===== config.mk =====
export PLATFORM = sky130hd
export DESIGN_NAME = fan_ramp_min_duty_ctrl
export DESIGN_NICKNAME = d
export VERILOG_FILES = /design/src/rtl/fan_ctrl_pkg.sv /design/src/rtl/duty_ramp.sv /design/src/rtl/fan_pwm.sv /design/src/rtl/fan_ramp_min_duty_ctrl.sv
export SDC_FILE = /design/constraint.sdc
export NUM_CORES = 1
export LEC_CHECK = 0
export ABC_CLOCK_PERIOD_IN_PS = 26300
export BUFFER_PORTS_ARGS = -buffer_cell sky130_fd_sc_hd__buf_2
export CAP_MARGIN = 30
export CORE_ASPECT_RATIO = 0.75
export CORE_UTILIZATION = 57
export DETAILED_ROUTE_END_ITERATION = 10
export HOLD_SLACK_MARGIN = 0.06
export PLACE_DENSITY = 0.75
export REMOVE_ABC_BUFFERS = 1
export SLEW_MARGIN = 20
export SYNTH_ARGS = -nofsm -noshare
export SYNTH_HDL_FRONTEND = slang
export SYNTH_SLANG_ARGS = --single-unit

===== constraint.sdc =====
create_clock -name CLK_I -period 26.3 [get_ports CLK_I]
set_input_delay 2.63 -clock CLK_I [delete_from_list [all_inputs] [get_ports CLK_I]]
set_output_delay 2.63 -clock CLK_I [all_outputs]
set_load 0.1 [all_outputs]

===== src/rtl/fan_ctrl_pkg.sv =====
// Purpose: Shared constants and types for the fan ramp and floor duty block
// Assumes: 40 MHz core clock, 8-bit register port
// Notes on behaviour
// [RULE1] Remote 2 duty moves stepwise toward target when its smoothing is on
// [RULE2] Fast table: codes add 1,2,3,4,8,12,24,48 per slot; 37.5 s to 0.8 s
// [RULE3] Slow table: same codes sweep in 52.2 s down to 1.1 s
// [RULE4] Local channel smoothing only while acoustics bit 3 is set
// [RULE5] Remote 2 smoothing only while bit 7 set; its code in bits 6:4
// [RULE6] Lock set makes acoustics register ignore all writes
// [RULE7] Floor duty register sets output floor; 0x00 off, 0xff full
// [RULE8] Floor duty registers at 0x64..0x66 reset to 0x80
// [RULE9] Automatic mode makes floor duty registers reject writes
// [RULE10] Above start temperature run at floor, rising with temperature span
// [RULE11] Start temperatures at 0x67..0x69 reset to 0x5a
// [RULE12] Local ramp code sits in acoustics bits 2:0, same tables
// [RULE13] Below start minus hysteresis: off, or floor if select bit set
// [RULE14] High time is code/256 of period; 0xff is fully on
// [RULE15] One step per slot, never overshooting the target
package fan_ctrl_pkg;
   // Register offsets
   localparam logic [7:0] ACOUSTIC_OFS = 8'h63;
   localparam logic [7:0] MIN_DUTY1_OFS = 8'h64;
   localparam logic [7:0] MIN_DUTY2_OFS = 8'h65;
   localparam logic [7:0] MIN_DUTY3_OFS = 8'h66;
   localparam logic [7:0] START_R1_OFS = 8'h67;
   localparam logic [7:0] START_LOC_OFS = 8'h68;
   localparam logic [7:0] START_R2_OFS = 8'h69;
   // Reset values
   localparam logic [7:0] ACOUSTIC_RST = 8'h00;
   localparam logic [7:0] MIN_DUTY_RST = 8'h80;
   localparam logic [7:0] START_TEMP_RST = 8'h5a;
   localparam logic [7:0] UNMAPPED_RD = 8'h00;
   // Acoustics field positions
   localparam int LOC_CODE_LSB = 0;
   localparam int LOC_EN_BIT = 3;
   localparam int R2_CODE_LSB = 4;
   localparam int R2_EN_BIT = 7;
   // Timing
   localparam longint CLK_HZ = 40000000;
   localparam longint FAST_SWEEP_MS = 37500;
   localparam longint SLOW_SWEEP_MS = 52200;
   localparam longint DUTY_STEPS = 256;
   localparam longint FAST_SLOT_CYC = (FAST_SWEEP_MS * (CLK_HZ / 1000)) / DUTY_STEPS;
   localparam longint SLOW_SLOT_CYC = (SLOW_SWEEP_MS * (CLK_HZ / 1000)) / DUTY_STEPS;
   localparam logic [7:0] FULL_DUTY = 8'hff;
   localparam logic [7:0] OFF_DUTY = 8'h00;

   typedef enum logic [2:0] {
      RAMP_ADD1 = 3'b000, RAMP_ADD2 = 3'b001, RAMP_ADD3 = 3'b010, RAMP_ADD4 = 3'b011,
      RAMP_ADD8 = 3'b100, RAMP_ADD12 = 3'b101, RAMP_ADD24 = 3'b110, RAMP_ADD48 = 3'b111
   } ramp_code_e;

   // Per-channel measurement and loop settings
   typedef struct packed {
      logic [7:0] temp;
      logic [2:0] span_log2;
      logic [3:0] hyst;
   } chan_in_s;
endpackage


===== src/rtl/duty_ramp.sv =====
// Purpose: Rate limiter moving a duty value toward a target
// Assumes: slot_tick is a one-cycle pulse per ramp slot
// Notes: With smoothing off the target passes straight through
`timescale 1ns/10ps
module duty_ramp (
   input wire logic clk_i,
   input wire logic srst_i,
   input wire logic slot_tick_i,
   input wire logic smooth_on_i,
   input wire logic [2:0] code_i,
   input wire logic [7:0] target_i,
   output logic [7:0] duty_o
);
   logic [7:0] step;
   logic [8:0] up_sum;
   logic [8:0] down_dif;

   // Step size from ramp code
   always_comb begin
      case (fan_ctrl_pkg::ramp_code_e'(code_i))
         fan_ctrl_pkg::RAMP_ADD1: step = 8'h01;
         fan_ctrl_pkg::RAMP_ADD2: step = 8'h02;
         fan_ctrl_pkg::RAMP_ADD3: step = 8'h03;
         fan_ctrl_pkg::RAMP_ADD4: step = 8'h04;
         fan_ctrl_pkg::RAMP_ADD8: step = 8'h08;
         fan_ctrl_pkg::RAMP_ADD12: step = 8'h0c;
         fan_ctrl_pkg::RAMP_ADD24: step = 8'h18;
         default: step = 8'h30;
      endcase
   end

   assign up_sum = {1'b0, duty_o} + {1'b0, step};
   assign down_dif = {1'b0, duty_o} - {1'b0, step};

   // Duty update, one step per slot
   always_ff @(posedge clk_i) begin
      if (srst_i) begin
         duty_o <= fan_ctrl_pkg::OFF_DUTY;
      end else if (!smooth_on_i) begin
         duty_o <= target_i;
      // [RULE15] clamp at target
      end else if (slot_tick_i) begin
         if (duty_o < target_i) begin
            duty_o <= (up_sum >= {1'b0, target_i}) ? target_i : up_sum[7:0];
         end else if (duty_o > target_i) begin
            duty_o <= (down_dif[8] || down_dif[7:0] <= target_i) ? target_i : down_dif[7:0];
         end
      end
   end
endmodule


===== src/rtl/fan_pwm.sv =====
// Purpose: 8-bit PWM with registered output
// Assumes: Period of 256 clocks
// Notes: Code 0xff gives a constant high
`timescale 1ns/10ps
module fan_pwm (
   input wire logic clk_i,
   input wire logic srst_i,
   input wire logic [7:0] duty_i,
   output logic pwm_o
);
   logic [7:0] cnt_r;

   // Free period counter
   always_ff @(posedge clk_i) begin
      if (srst_i) begin
         cnt_r <= 8'h00;
      end else begin
         cnt_r <= cnt_r + 8'h01;
      end
   end

   // High while count below code
   always_ff @(posedge clk_i) begin
      if (srst_i) begin
         pwm_o <= 1'b0;
      // [RULE14] linear, full at ff
      end else begin
         pwm_o <= (duty_i == fan_ctrl_pkg::FULL_DUTY) || (cnt_r < duty_i);
      end
   end
endmodule


===== src/rtl/fan_ramp_min_duty_ctrl.sv =====
// Purpose: Ramp smoothing, floor duty and start temperature registers, fan PWM
// Assumes: Temperatures and settings come from logic on CLK_I
// Notes: Output 1 follows remote 1, output 2 local, output 3 remote 2
//
// Design decision made here: the plain strobed port.
`timescale 1ns/10ps
module fan_ramp_min_duty_ctrl #(
   parameter longint FAST_SLOT_CYC = fan_ctrl_pkg::FAST_SLOT_CYC,
   parameter longint SLOW_SLOT_CYC = fan_ctrl_pkg::SLOW_SLOT_CYC
) (
   input wire logic CLK_I,
   input wire logic SRST_I,
   input wire logic [7:0] ADDR_I,
   input wire logic [7:0] WDATA_I,
   input wire logic WR_I,
   input wire logic RD_I,
   output logic [7:0] RDATA_O,
   input wire logic LOCK_I,
   input wire logic AUTO_MODE_I,
   input wire logic SLOW_TABLE_I,
   input wire logic [2:0] FLOOR_BELOW_START_I,
   input wire fan_ctrl_pkg::chan_in_s REMOTE1_I,
   input wire fan_ctrl_pkg::chan_in_s LOCAL_I,
   input wire fan_ctrl_pkg::chan_in_s REMOTE2_I,
   output logic [2:0] FAN_DRIVE_O,
   output logic [7:0] DUTY1_O,
   output logic [7:0] DUTY2_O,
   output logic [7:0] DUTY3_O
);
   localparam logic [31:0] FAST_LAST = 32'(FAST_SLOT_CYC - 1);
   localparam logic [31:0] SLOW_LAST = 32'(SLOW_SLOT_CYC - 1);

   logic [7:0] acoustic_ramp_ctrl_b_r;
   logic [7:0] min_duty_r [3];
   logic [7:0] start_temp_r [3];
   logic [31:0] slot_cnt_r;
   logic slot_tick_r;
   logic [2:0] running_r;
   logic [7:0] target [3];
   logic [7:0] duty [3];
   logic [2:0] smooth_on;
   logic [2:0] ramp_code [3];
   fan_ctrl_pkg::chan_in_s chan [3];
   logic [7:0] rd_data;
   logic [1:0] wr_idx;
   logic wr_min;
   logic wr_start;

   assign chan[0] = REMOTE1_I;
   assign chan[1] = LOCAL_I;
   assign chan[2] = REMOTE2_I;

   // Write decode for register groups
   always_comb begin
      wr_idx = 2'd0;
      wr_min = 1'b0;
      wr_start = 1'b0;
      case (ADDR_I)
         fan_ctrl_pkg::MIN_DUTY1_OFS: begin
            wr_idx = 2'd0;
            wr_min = 1'b1;
         end
         fan_ctrl_pkg::MIN_DUTY2_OFS: begin
            wr_idx = 2'd1;
            wr_min = 1'b1;
         end
         fan_ctrl_pkg::MIN_DUTY3_OFS: begin
            wr_idx = 2'd2;
            wr_min = 1'b1;
         end
         fan_ctrl_pkg::START_R1_OFS: begin
            wr_idx = 2'd0;
            wr_start = 1'b1;
         end
         fan_ctrl_pkg::START_LOC_OFS: begin
            wr_idx = 2'd1;
            wr_start = 1'b1;
         end
         fan_ctrl_pkg::START_R2_OFS: begin
            wr_idx = 2'd2;
            wr_start = 1'b1;
         end
         default: begin
            wr_idx = 2'd0;
         end
      endcase
   end

   // Acoustics register
   always_ff @(posedge CLK_I) begin
      if (SRST_I) begin
         acoustic_ramp_ctrl_b_r <= fan_ctrl_pkg::ACOUSTIC_RST;
      // [RULE6] lock blocks writes
      end else if (WR_I && !LOCK_I && ADDR_I == fan_ctrl_pkg::ACOUSTIC_OFS) begin
         acoustic_ramp_ctrl_b_r <= WDATA_I;
      end
   end

   // Floor duty registers
   always_ff @(posedge CLK_I) begin
      if (SRST_I) begin
         // [RULE8] reset to half duty
         for (int i = 0; i < 3; i++) begin
            min_duty_r[i] <= fan_ctrl_pkg::MIN_DUTY_RST;
         end
      // [RULE9] read-only in automatic mode
      end else if (WR_I && wr_min && !AUTO_MODE_I) begin
         min_duty_r[wr_idx] <= WDATA_I;
      end
   end

   // Start temperature registers, frozen by lock
   always_ff @(posedge CLK_I) begin
      if (SRST_I) begin
         // [RULE11] reset to 90 C
         for (int i = 0; i < 3; i++) begin
            start_temp_r[i] <= fan_ctrl_pkg::START_TEMP_RST;
         end
      end else if (WR_I && wr_start && !LOCK_I) begin
         start_temp_r[wr_idx] <= WDATA_I;
      end
   end

   // Read mux
   always_comb begin
      case (ADDR_I)
         fan_ctrl_pkg::ACOUSTIC_OFS: rd_data = acoustic_ramp_ctrl_b_r;
         fan_ctrl_pkg::MIN_DUTY1_OFS: rd_data = min_duty_r[0];
         fan_ctrl_pkg::MIN_DUTY2_OFS: rd_data = min_duty_r[1];
         fan_ctrl_pkg::MIN_DUTY3_OFS: rd_data = min_duty_r[2];
         fan_ctrl_pkg::START_R1_OFS: rd_data = start_temp_r[0];
         fan_ctrl_pkg::START_LOC_OFS: rd_data = start_temp_r[1];
         fan_ctrl_pkg::START_R2_OFS: rd_data = start_temp_r[2];
         default: rd_data = fan_ctrl_pkg::UNMAPPED_RD;
      endcase
   end

   // Read data, valid only the cycle after the strobe
   always_ff @(posedge CLK_I) begin
      if (SRST_I) begin
         RDATA_O <= 8'h00;
      end else if (RD_I) begin
         RDATA_O <= rd_data;
      end else begin
         RDATA_O <= 8'h00;
      end
   end

   // Ramp slot timer; slot length picks the table
   always_ff @(posedge CLK_I) begin
      if (SRST_I) begin
         slot_cnt_r <= 32'h0;
         slot_tick_r <= 1'b0;
      // [RULE2] fast slot
      // [RULE3] slow slot
      end else if (slot_cnt_r >= (SLOW_TABLE_I ? SLOW_LAST : FAST_LAST)) begin
         slot_cnt_r <= 32'h0;
         slot_tick_r <= 1'b1;
      end else begin
         slot_cnt_r <= slot_cnt_r + 32'h1;
         slot_tick_r <= 1'b0;
      end
   end

   // Smoothing enables and ramp codes per output
   assign smooth_on[0] = 1'b0;
   assign ramp_code[0] = 3'b000;
   // [RULE4] local enable bit
   assign smooth_on[1] = acoustic_ramp_ctrl_b_r[fan_ctrl_pkg::LOC_EN_BIT];
   // [RULE12] local code bits
   assign ramp_code[1] = acoustic_ramp_ctrl_b_r[fan_ctrl_pkg::LOC_CODE_LSB +: 3];
   // [RULE5] remote 2 enable and code
   assign smooth_on[2] = acoustic_ramp_ctrl_b_r[fan_ctrl_pkg::R2_EN_BIT];
   assign ramp_code[2] = acoustic_ramp_ctrl_b_r[fan_ctrl_pkg::R2_CODE_LSB +: 3];

   genvar g;
   generate
      for (g = 0; g < 3; g++) begin : g_chan
         logic [8:0] hyst_floor;
         logic [7:0] delta;
         logic [16:0] prod;
         logic [16:0] rise;
         logic [17:0] sum;

         assign hyst_floor = {1'b0, start_temp_r[g]} - {5'h00, chan[g].hyst};
         assign delta = chan[g].temp - start_temp_r[g];
         assign prod = delta * (9'h100 - {1'b0, min_duty_r[g]});
         assign rise = prod >> chan[g].span_log2;
         assign sum = {10'h000, min_duty_r[g]} + {1'b0, rise};

         // Running state with hysteresis
         always_ff @(posedge CLK_I) begin
            if (SRST_I) begin
               running_r[g] <= 1'b0;
            end else if (chan[g].temp > start_temp_r[g]) begin
               running_r[g] <= 1'b1;
            end else if (hyst_floor[8] == 1'b0 && chan[g].temp < hyst_floor[7:0]) begin
               running_r[g] <= 1'b0;
            end
         end

         // Target duty for this output
         always_comb begin
            if (!AUTO_MODE_I) begin
               target[g] = min_duty_r[g];
            // [RULE10] floor plus span slope
            end else if (chan[g].temp > start_temp_r[g]) begin
               target[g] = (sum > 18'(fan_ctrl_pkg::FULL_DUTY)) ? fan_ctrl_pkg::FULL_DUTY
                                                               : sum[7:0];
            // [RULE7] floor while in band
            end else if (running_r[g]) begin
               target[g] = min_duty_r[g];
            // [RULE13] off or floor below
            end else begin
               target[g] = FLOOR_BELOW_START_I[g] ? min_duty_r[g] : fan_ctrl_pkg::OFF_DUTY;
            end
         end

         // [RULE1] stepwise ramp
         duty_ramp u_ramp (
            .clk_i(CLK_I),
            .srst_i(SRST_I),
            .slot_tick_i(slot_tick_r),
            .smooth_on_i(smooth_on[g]),
            .code_i(ramp_code[g]),
            .target_i(target[g]),
            .duty_o(duty[g])
         );

         fan_pwm u_pwm (
            .clk_i(CLK_I),
            .srst_i(SRST_I),
            .duty_i(duty[g]),
            .pwm_o(FAN_DRIVE_O[g])
         );
      end
   endgenerate

   // Registered duty observation
   always_ff @(posedge CLK_I) begin
      if (SRST_I) begin
         DUTY1_O <= 8'h00;
         DUTY2_O <= 8'h00;
         DUTY3_O <= 8'h00;
      end else begin
         DUTY1_O <= duty[0];
         DUTY2_O <= duty[1];
         DUTY3_O <= duty[2];
      end
   end
endmodule


# == Word level (Yosys, flattened, before mapping) ==
# Memory sizes are Yosys's and may differ from the RTL's.
# Index checks and enable logic that the tools add are counted.
# word_totals
regBits,127
ramBits,48
input_bits,71
output_inout_bits,35
mem_count,2
# mem_list
name,depth,width,rd,rd_ports_with_merged_regs,wr,line_no,source
min_duty_r,3,8,3,0,3,fan_ramp_min_duty_ctrl.sv:34,logic [7:0] min_duty_r [3];
start_temp_r,3,8,3,0,3,fan_ramp_min_duty_ctrl.sv:35,logic [7:0] start_temp_r [3];
# op_classes
addsub,20
n_mul,3
order_cmp,21
n_eq_ne,26
shift,3
mux,55
bitwise,4
n_reduce_logical,31
# op_table
op,n
8-bit two-way mux,29
6-bit one-hot mux with 7 select lines,2
8-bit less-than comparator,8
8-bit by 7-bit equality test with 1-bit output (second input constant),7
8-bit one-hot mux with 7 select lines,1
8-bit by 17-bit adder with 18-bit output,3
18-bit by 8-bit greater-than comparator with 1-bit output (second input constant),3
9-bit by 10-bit multiplier with 17-bit output,3
17-bit by 3-bit >> shifter with 17-bit output,3
8-bit greater-than comparator,5
32-bit by 1-bit adder with 32-bit output (second input constant),1
32-bit by 23-bit greater-or-equal comparator with 1-bit output,1
9-bit by 8-bit subtractor with 10-bit output (first input constant),3
8-bit by 4-bit subtractor with 9-bit output,3
8-bit by 1-bit adder with 8-bit output (second input constant),3
8-bit equality test (second input constant),3
8-bit subtractor,3
22-bit two-way mux,1
1-bit two-way mux,19
8-bit by 6-bit adder with 9-bit output,2
3-bit equality test (second input constant),6
9-bit by 8-bit greater-or-equal comparator with 1-bit output,2
8-bit by 6-bit subtractor with 9-bit output,2
8-bit <= comparator,2
16 further kinds,48

# == Longest topological paths before layout ==
# An unclocked memory read counts as a cell.
# logic_depth
depth_word,16
mapped_depth,55
ltp_nobuf,53

# == Cells and area by module ==
# From an unflattened synthesis, not the netlist that was laid out.
# unflattened
hier_cells,3231
area_unflattened_um2,26442.9
# by_module_without_submodules
module,n_inst,cells_each,area_each_um2
fan_ramp_min_duty_ctrl,1,2304,19055.8
duty_ramp,3,250,1943.1
fan_pwm,3,59,519.2

# == Least setup slack after synthesis ==
# OpenSTA, ideal clock, no wires.
# synth_timing
path_kind,input to register
start,input port LOCAL_I[7] in the netlist's numbering
end,register g_chan[1].u_ramp.duty_o[6]
t_arrival_ns,12.661
t_required_ns,26.226
setup_slack_ns,13.565
cell_stages,48
path_buffers,3
cell_sequence,inv_1 -> ha_1 -> fa_1 -> nor2b_1 -> o21ai_0 -> a21boi_0 -> o21ai_0 -> a21oi_1 -> nand2b_1 -> clkbuf_1 -> nor2_1 -> ha_1 -> inv_1 -> fa_1 -> fa_1 -> inv_1 -> fa_1 -> ha_1 -> [12 not listed] -> o221ai_1 -> a32oi_1 -> nand4_1 -> or3_1 -> o21ai_0 -> a21boi_0 -> ha_1 -> a21oi_1 -> nor2b_1 -> o21ai_0 -> nand2b_1 -> nor2_1 -> and3b_1 -> o31ai_1 -> a221oi_1 -> buf_2 -> or3_1 -> a31oi_1
# synth_via
elab_chain_len,15
elab_cells_between_ends,22
# synth_lines
item,line_no,source
from (decl),fan_ramp_min_duty_ctrl.sv:23,"input wire fan_ctrl_pkg::chan_in_s LOCAL_I,"
8-bit subtractor,fan_ramp_min_duty_ctrl.sv:186,assign delta = chan[g].temp - start_temp_r[g];
9-bit by 10-bit multiplier with 17-bit output,fan_ramp_min_duty_ctrl.sv:187,"assign prod = delta * (9'h100 - {1'b0, min_duty_r[g]});"
17-bit by 3-bit >> shifter with 17-bit output,fan_ramp_min_duty_ctrl.sv:188,assign rise = prod >> chan[g].span_log2;
8-bit by 17-bit adder with 18-bit output,fan_ramp_min_duty_ctrl.sv:189,"assign sum = {10'h000, min_duty_r[g]} + {1'b0, rise};"
18-bit by 8-bit greater-than comparator with 1-bit output,fan_ramp_min_duty_ctrl.sv:208,target[g] = (sum > 18'(fan_ctrl_pkg::FULL_DUTY)) ? fan_ctrl_pkg::FULL_DUTY
8-bit two-way mux,fan_ramp_min_duty_ctrl.sv:208,
8-bit two-way mux (*),fan_ramp_min_duty_ctrl.sv:207,end else if (chan[g].temp > start_temp_r[g]) begin
8-bit two-way mux (*),fan_ramp_min_duty_ctrl.sv:204,if (!AUTO_MODE_I) begin
8-bit <= comparator,duty_ramp.sv:46,duty_o <= (down_dif[8] || down_dif[7:0] <= target_i) ? target_i : down_dif[7:0];
1-bit logical OR,duty_ramp.sv:46,
8-bit two-way mux,duty_ramp.sv:46,
8-bit two-way mux,duty_ramp.sv:45,end else if (duty_o > target_i) begin
8-bit two-way mux,duty_ramp.sv:43,if (duty_o < target_i) begin
8-bit two-way mux,duty_ramp.sv:42,end else if (slot_tick_i) begin
8-bit two-way mux,duty_ramp.sv:39,end else if (!smooth_on_i) begin
to (signal assigned),duty_ramp.sv:40,duty_o <= target_i;
to (signal assigned),duty_ramp.sv:44,"duty_o <= (up_sum >= {1'b0, target_i}) ? target_i : up_sum[7:0];"
to (signal assigned),duty_ramp.sv:46,
to (decl),duty_ramp.sv:12,output logic [7:0] duty_o
# Every way passes the cells marked *; elsewhere a longest branch is shown, timed or not. The select of a mux whose other input is x is not followed.
# A chain may end at the register's enable or synchronous reset.

# == Worst setup path in the final report ==
# layout_timing
start,input port LOCAL_I[8] in the netlist's numbering
end,register g_chan[1].u_ramp.duty_o[0]
# Same word-level chain as after synthesis.

==> impl_metrics.py <==
metrics = {
    "cells_and_area": {
        "final_nets": 3563,
        "layout.area.seq_um2": 3984,
        "drive_above_1_share": 0.08963,
        "areaGrowthSynthToFinish_pct": 6.283,
        "num-fill-cells": 3733,
        "multi_input_area_um2": 18830,
    },
    "floorplan": {
        "die_h_um": 181.7,
        "fp.dieArea_um2": 43890,
        "ioPinCount": 106,
        "row_count": 65,
        "initial_core_util": 0.5813,
        "die_w_um": 241.6,
        "placeableCoreArea_um2": 42210,
    },
    "clock_network": {
        "cts_setup_buffers": 0,
        "ctsResizeCount": 0,
        "clkTransAtPathRegs_ps": 70,
        "clk-insertion-delay-late_ps": 460,
        "cts_tree": "yes",
        "htreeDepth": 4,
        "cts_made_buffers": 17,
        "clock-sinks": 175,
        "clockRootBuffer": "clkbuf_16",
        "cts_buffer_depth": 2,
        "ctsHoldBuffers": 0,
    },
    "run": {
        "maxCapViolations": 0,
    },
    "setup_path": {
        "cpMaxStageDelayCell": "a2111oi_2",
        "cp-end-kind": "flip-flop",
        "crit_top_cell": "ha_1",
        "required_ps": 26650,
        "max_stage_delay_ps": 600,
        "worst_setup_path_start_kind": "primary input",
        "cp_max_fo": 11,
        "critPathKind": "in2reg",
        "critical_path_arrival_ps": 14580,
    },
    "hold_path": {
        "hp-class": "reg2reg",
    },
    "sta": {
        "fin_crit_sh": 0.5413,
        "rsz0062_at_grt": "no",
        "fmax_ghz": 0.07025,
        "worst_pin_slew_ps": 972.6,
        "hold_violations": 0,
        "fin_crit_ps": 14240,
        "maxSlewHeadroom": 0.3469,
        "setup_viol": 0,
        "finalSetupTns_ps": 0,
        "fin_skew_ps": 14.29,
        "drv_slew": 0,
    },
    "power": {
        "p_sw_frac": 0.5494,
        "intPower_uw": 1630,
        "p_per_area_nw_per_um2": 138.8,
        "p_leak_uw": 0.01192,
        "seq_power_share": 0.088,
        "pwr-share-clk": 0.073,
        "combPwrFrac": 0.839,
        "peakVddDrop_mv": 0.08566,
        "p_switching_uw": 1988,
        "total_power_uw": 3619,
    },
    "global_route": {
        "met2_usage": 0.4805,
        "grt_max_degree": 60,
        "grt_pass1_vias": 21690,
        "gr-total-overflow": 0,
        "grt-busiest-layer": "met2",
        "grt_pass1_wl_mm": 110.8,
        "track_usage": 0.3083,
        "antenna_found_initial": 7,
        "grtUsageMet3": 0.04404,
        "gr-usage-met1": 0.4342,
    },
    "route": {
        "wl_mm": 67.13,
        "drcViolationCount": 0,
        "dr.first_iter.drc_count": 2116,
        "first_pass_iters": 8,
        "vias_per_cell": 6.125,
        "wl_per_cell_um": 18.43,
        "ant_nets": 0,
        "vias": 22310,
    },
    "logic_synthesis": {
        "synth_area_leaders": "ha_1 (15%), fa_1 (12%), dfxtp_1 (10%)",
        "yosys.area.top_type": "ha_1",
        "async_flop_share": 0,
        "synth-seq-cells": 175,
        "synth_edf_count": 48,
        "syn_inst": 3018,
        "synth_cell_types": 116,
        "ys_warn_count": 0,
        "seq_area_frac_synth": 0.1624,
        "synthesis.area_um2": 24530,
        "netlist.area_leader.share": 0.1504,
        "synth_top_flop_cell": "dfxtp_1",
        "avgSynthCellArea_um2": 8.129,
    },
    "placement": {
        "place_congestion": 0.9825,
        "io_buffer_count": 105,
        "dp_hpwl_mm": 53.85,
    },
    "status": {
        "status": "finished clean",
    },
}
## cells by family (layout without fill, tap and decap cells)
group	count (synthesis)	after routing	synth area share
simple gates	1071	1071	0.2152
compound gates	630	630	0.1835
buf+inv	455	498	0.07104
fa+ha+maj	440	440	0.2676
flops	175	175	0.1624
xor+xnor	165	165	0.05890
mux	81	81	0.04121
other cells	1	13	0.0001528
## synthesized netlist by cell type (28+ instances only)
library cell	count
a21o_1	45
a21oi_1	135
and2_1	57
and3_1	31
clkbuf_1	80
dfxtp_1	127
edfxtp_1	48
fa_1	142
ha_1	295
inv_1	349
mux2i_1	47
nand2_1	221
nand2b_1	78
nand3_1	66
nand4_1	28
nor2_1	354
nor2b_1	54
nor3_1	45
o21ai_0	114
or2_2	31
or3_1	32
xnor2_1	101
xor2_1	64
## worst max-delay path: cells and delay by family
kind | cells | cell delay, ps
compound gates | 22 | 5220
xor+xnor | 1 | 530
fa+ha+maj | 8 | 3260
buf+inv | 4 | 450
mux | 1 | 310
simple gates | 14 | 2180
## through the flow
step / std cells / worst slack (ps) / hold WS [ps] / utilization / instance area (um^2)
finish: 3642 / 12070 / 460.6 / 0.6178 / 26080
global route: 3642 / 11210 / 508.0 / 0.6178 / 26080
CTS: 3635 / 12260 / 464.1 / 0.6171 / 26050
detailed placement: 3603 / 11810 / 450.7 / 0.6025 / 25430
global placement: 3602 / 12200 / 433.5 / 0.6024 / 25430
floorplan: 2921 / 13440 / 420.8 / - / 24140
## state kept, by name (all words and copies together), names as in the netlist, 24 cells and up
name	cells
g_chan.u_pwm.cnt_r	24
g_chan.u_ramp.duty_o	24
min_duty_r	24
slot_cnt_r	32
start_temp_r	24
## area by class of cell
cell class	instances	share of cell area
Multi-Input combinational cell	2395	0.7223
Sequential cell	175	0.1528
Inverter	351	0.05053
Tap cell	569	0.02730
Timing Repair Buffer	115	0.02303
Clock buffer	18	0.01684
Clock inverter	14	0.006765
Antenna cell	5	0.0004798
## routing by layer
layer,share of wire,vias up
li1,-,10580
met1,0.45,10660
met2,0.44,915
met3,0.077,161
met4,0.032,2
met5,0.00019,-
## power groups by stage
stage               Sequential, uW  Combinational [uW]  Clock [uW]
floorplan                      343                2300           0
global placement               322                2900           0
detailed placement             322                2960           0
CTS                            316                2990         265
global route                   319                3380         276
finish                         317                3040         264
## final timing paths
| path | from | end | slack, ps | cells past startpoint |
|---|---|---|---|---|
| worst min register to register | g_chan[1].u_pwm.cnt_r[0] | g_chan[1].u_pwm.cnt_r[0] | 460 | 1 |
| worst max-delay path | LOCAL_I[8] | g_chan[1].u_ramp.duty_o[0] | 12070 | 50 |
| worst min-delay path | g_chan[1].u_pwm.cnt_r[0] | g_chan[1].u_pwm.cnt_r[0] | 460 | 1 |
| worst max register to register | start_temp_r[1][1] | g_chan[1].u_ramp.duty_o[0] | 13690 | 50 |
## cell usage in the layout, fill, tap and decap left out, types with 54 or more instances in the layout
cell type and instances:
a21oi_1 135, nor2_1 354, dfxtp_1 127, nand2_1 221
xor2_1 64, and2_1 57, nor2b_1 54, ha_1 295
xnor2_1 101, fa_1 142, nand3_1 66, inv_1 349
nand2b_1 78, buf_2 105, o21ai_0 114
Power figures use the tool's default switching activity.
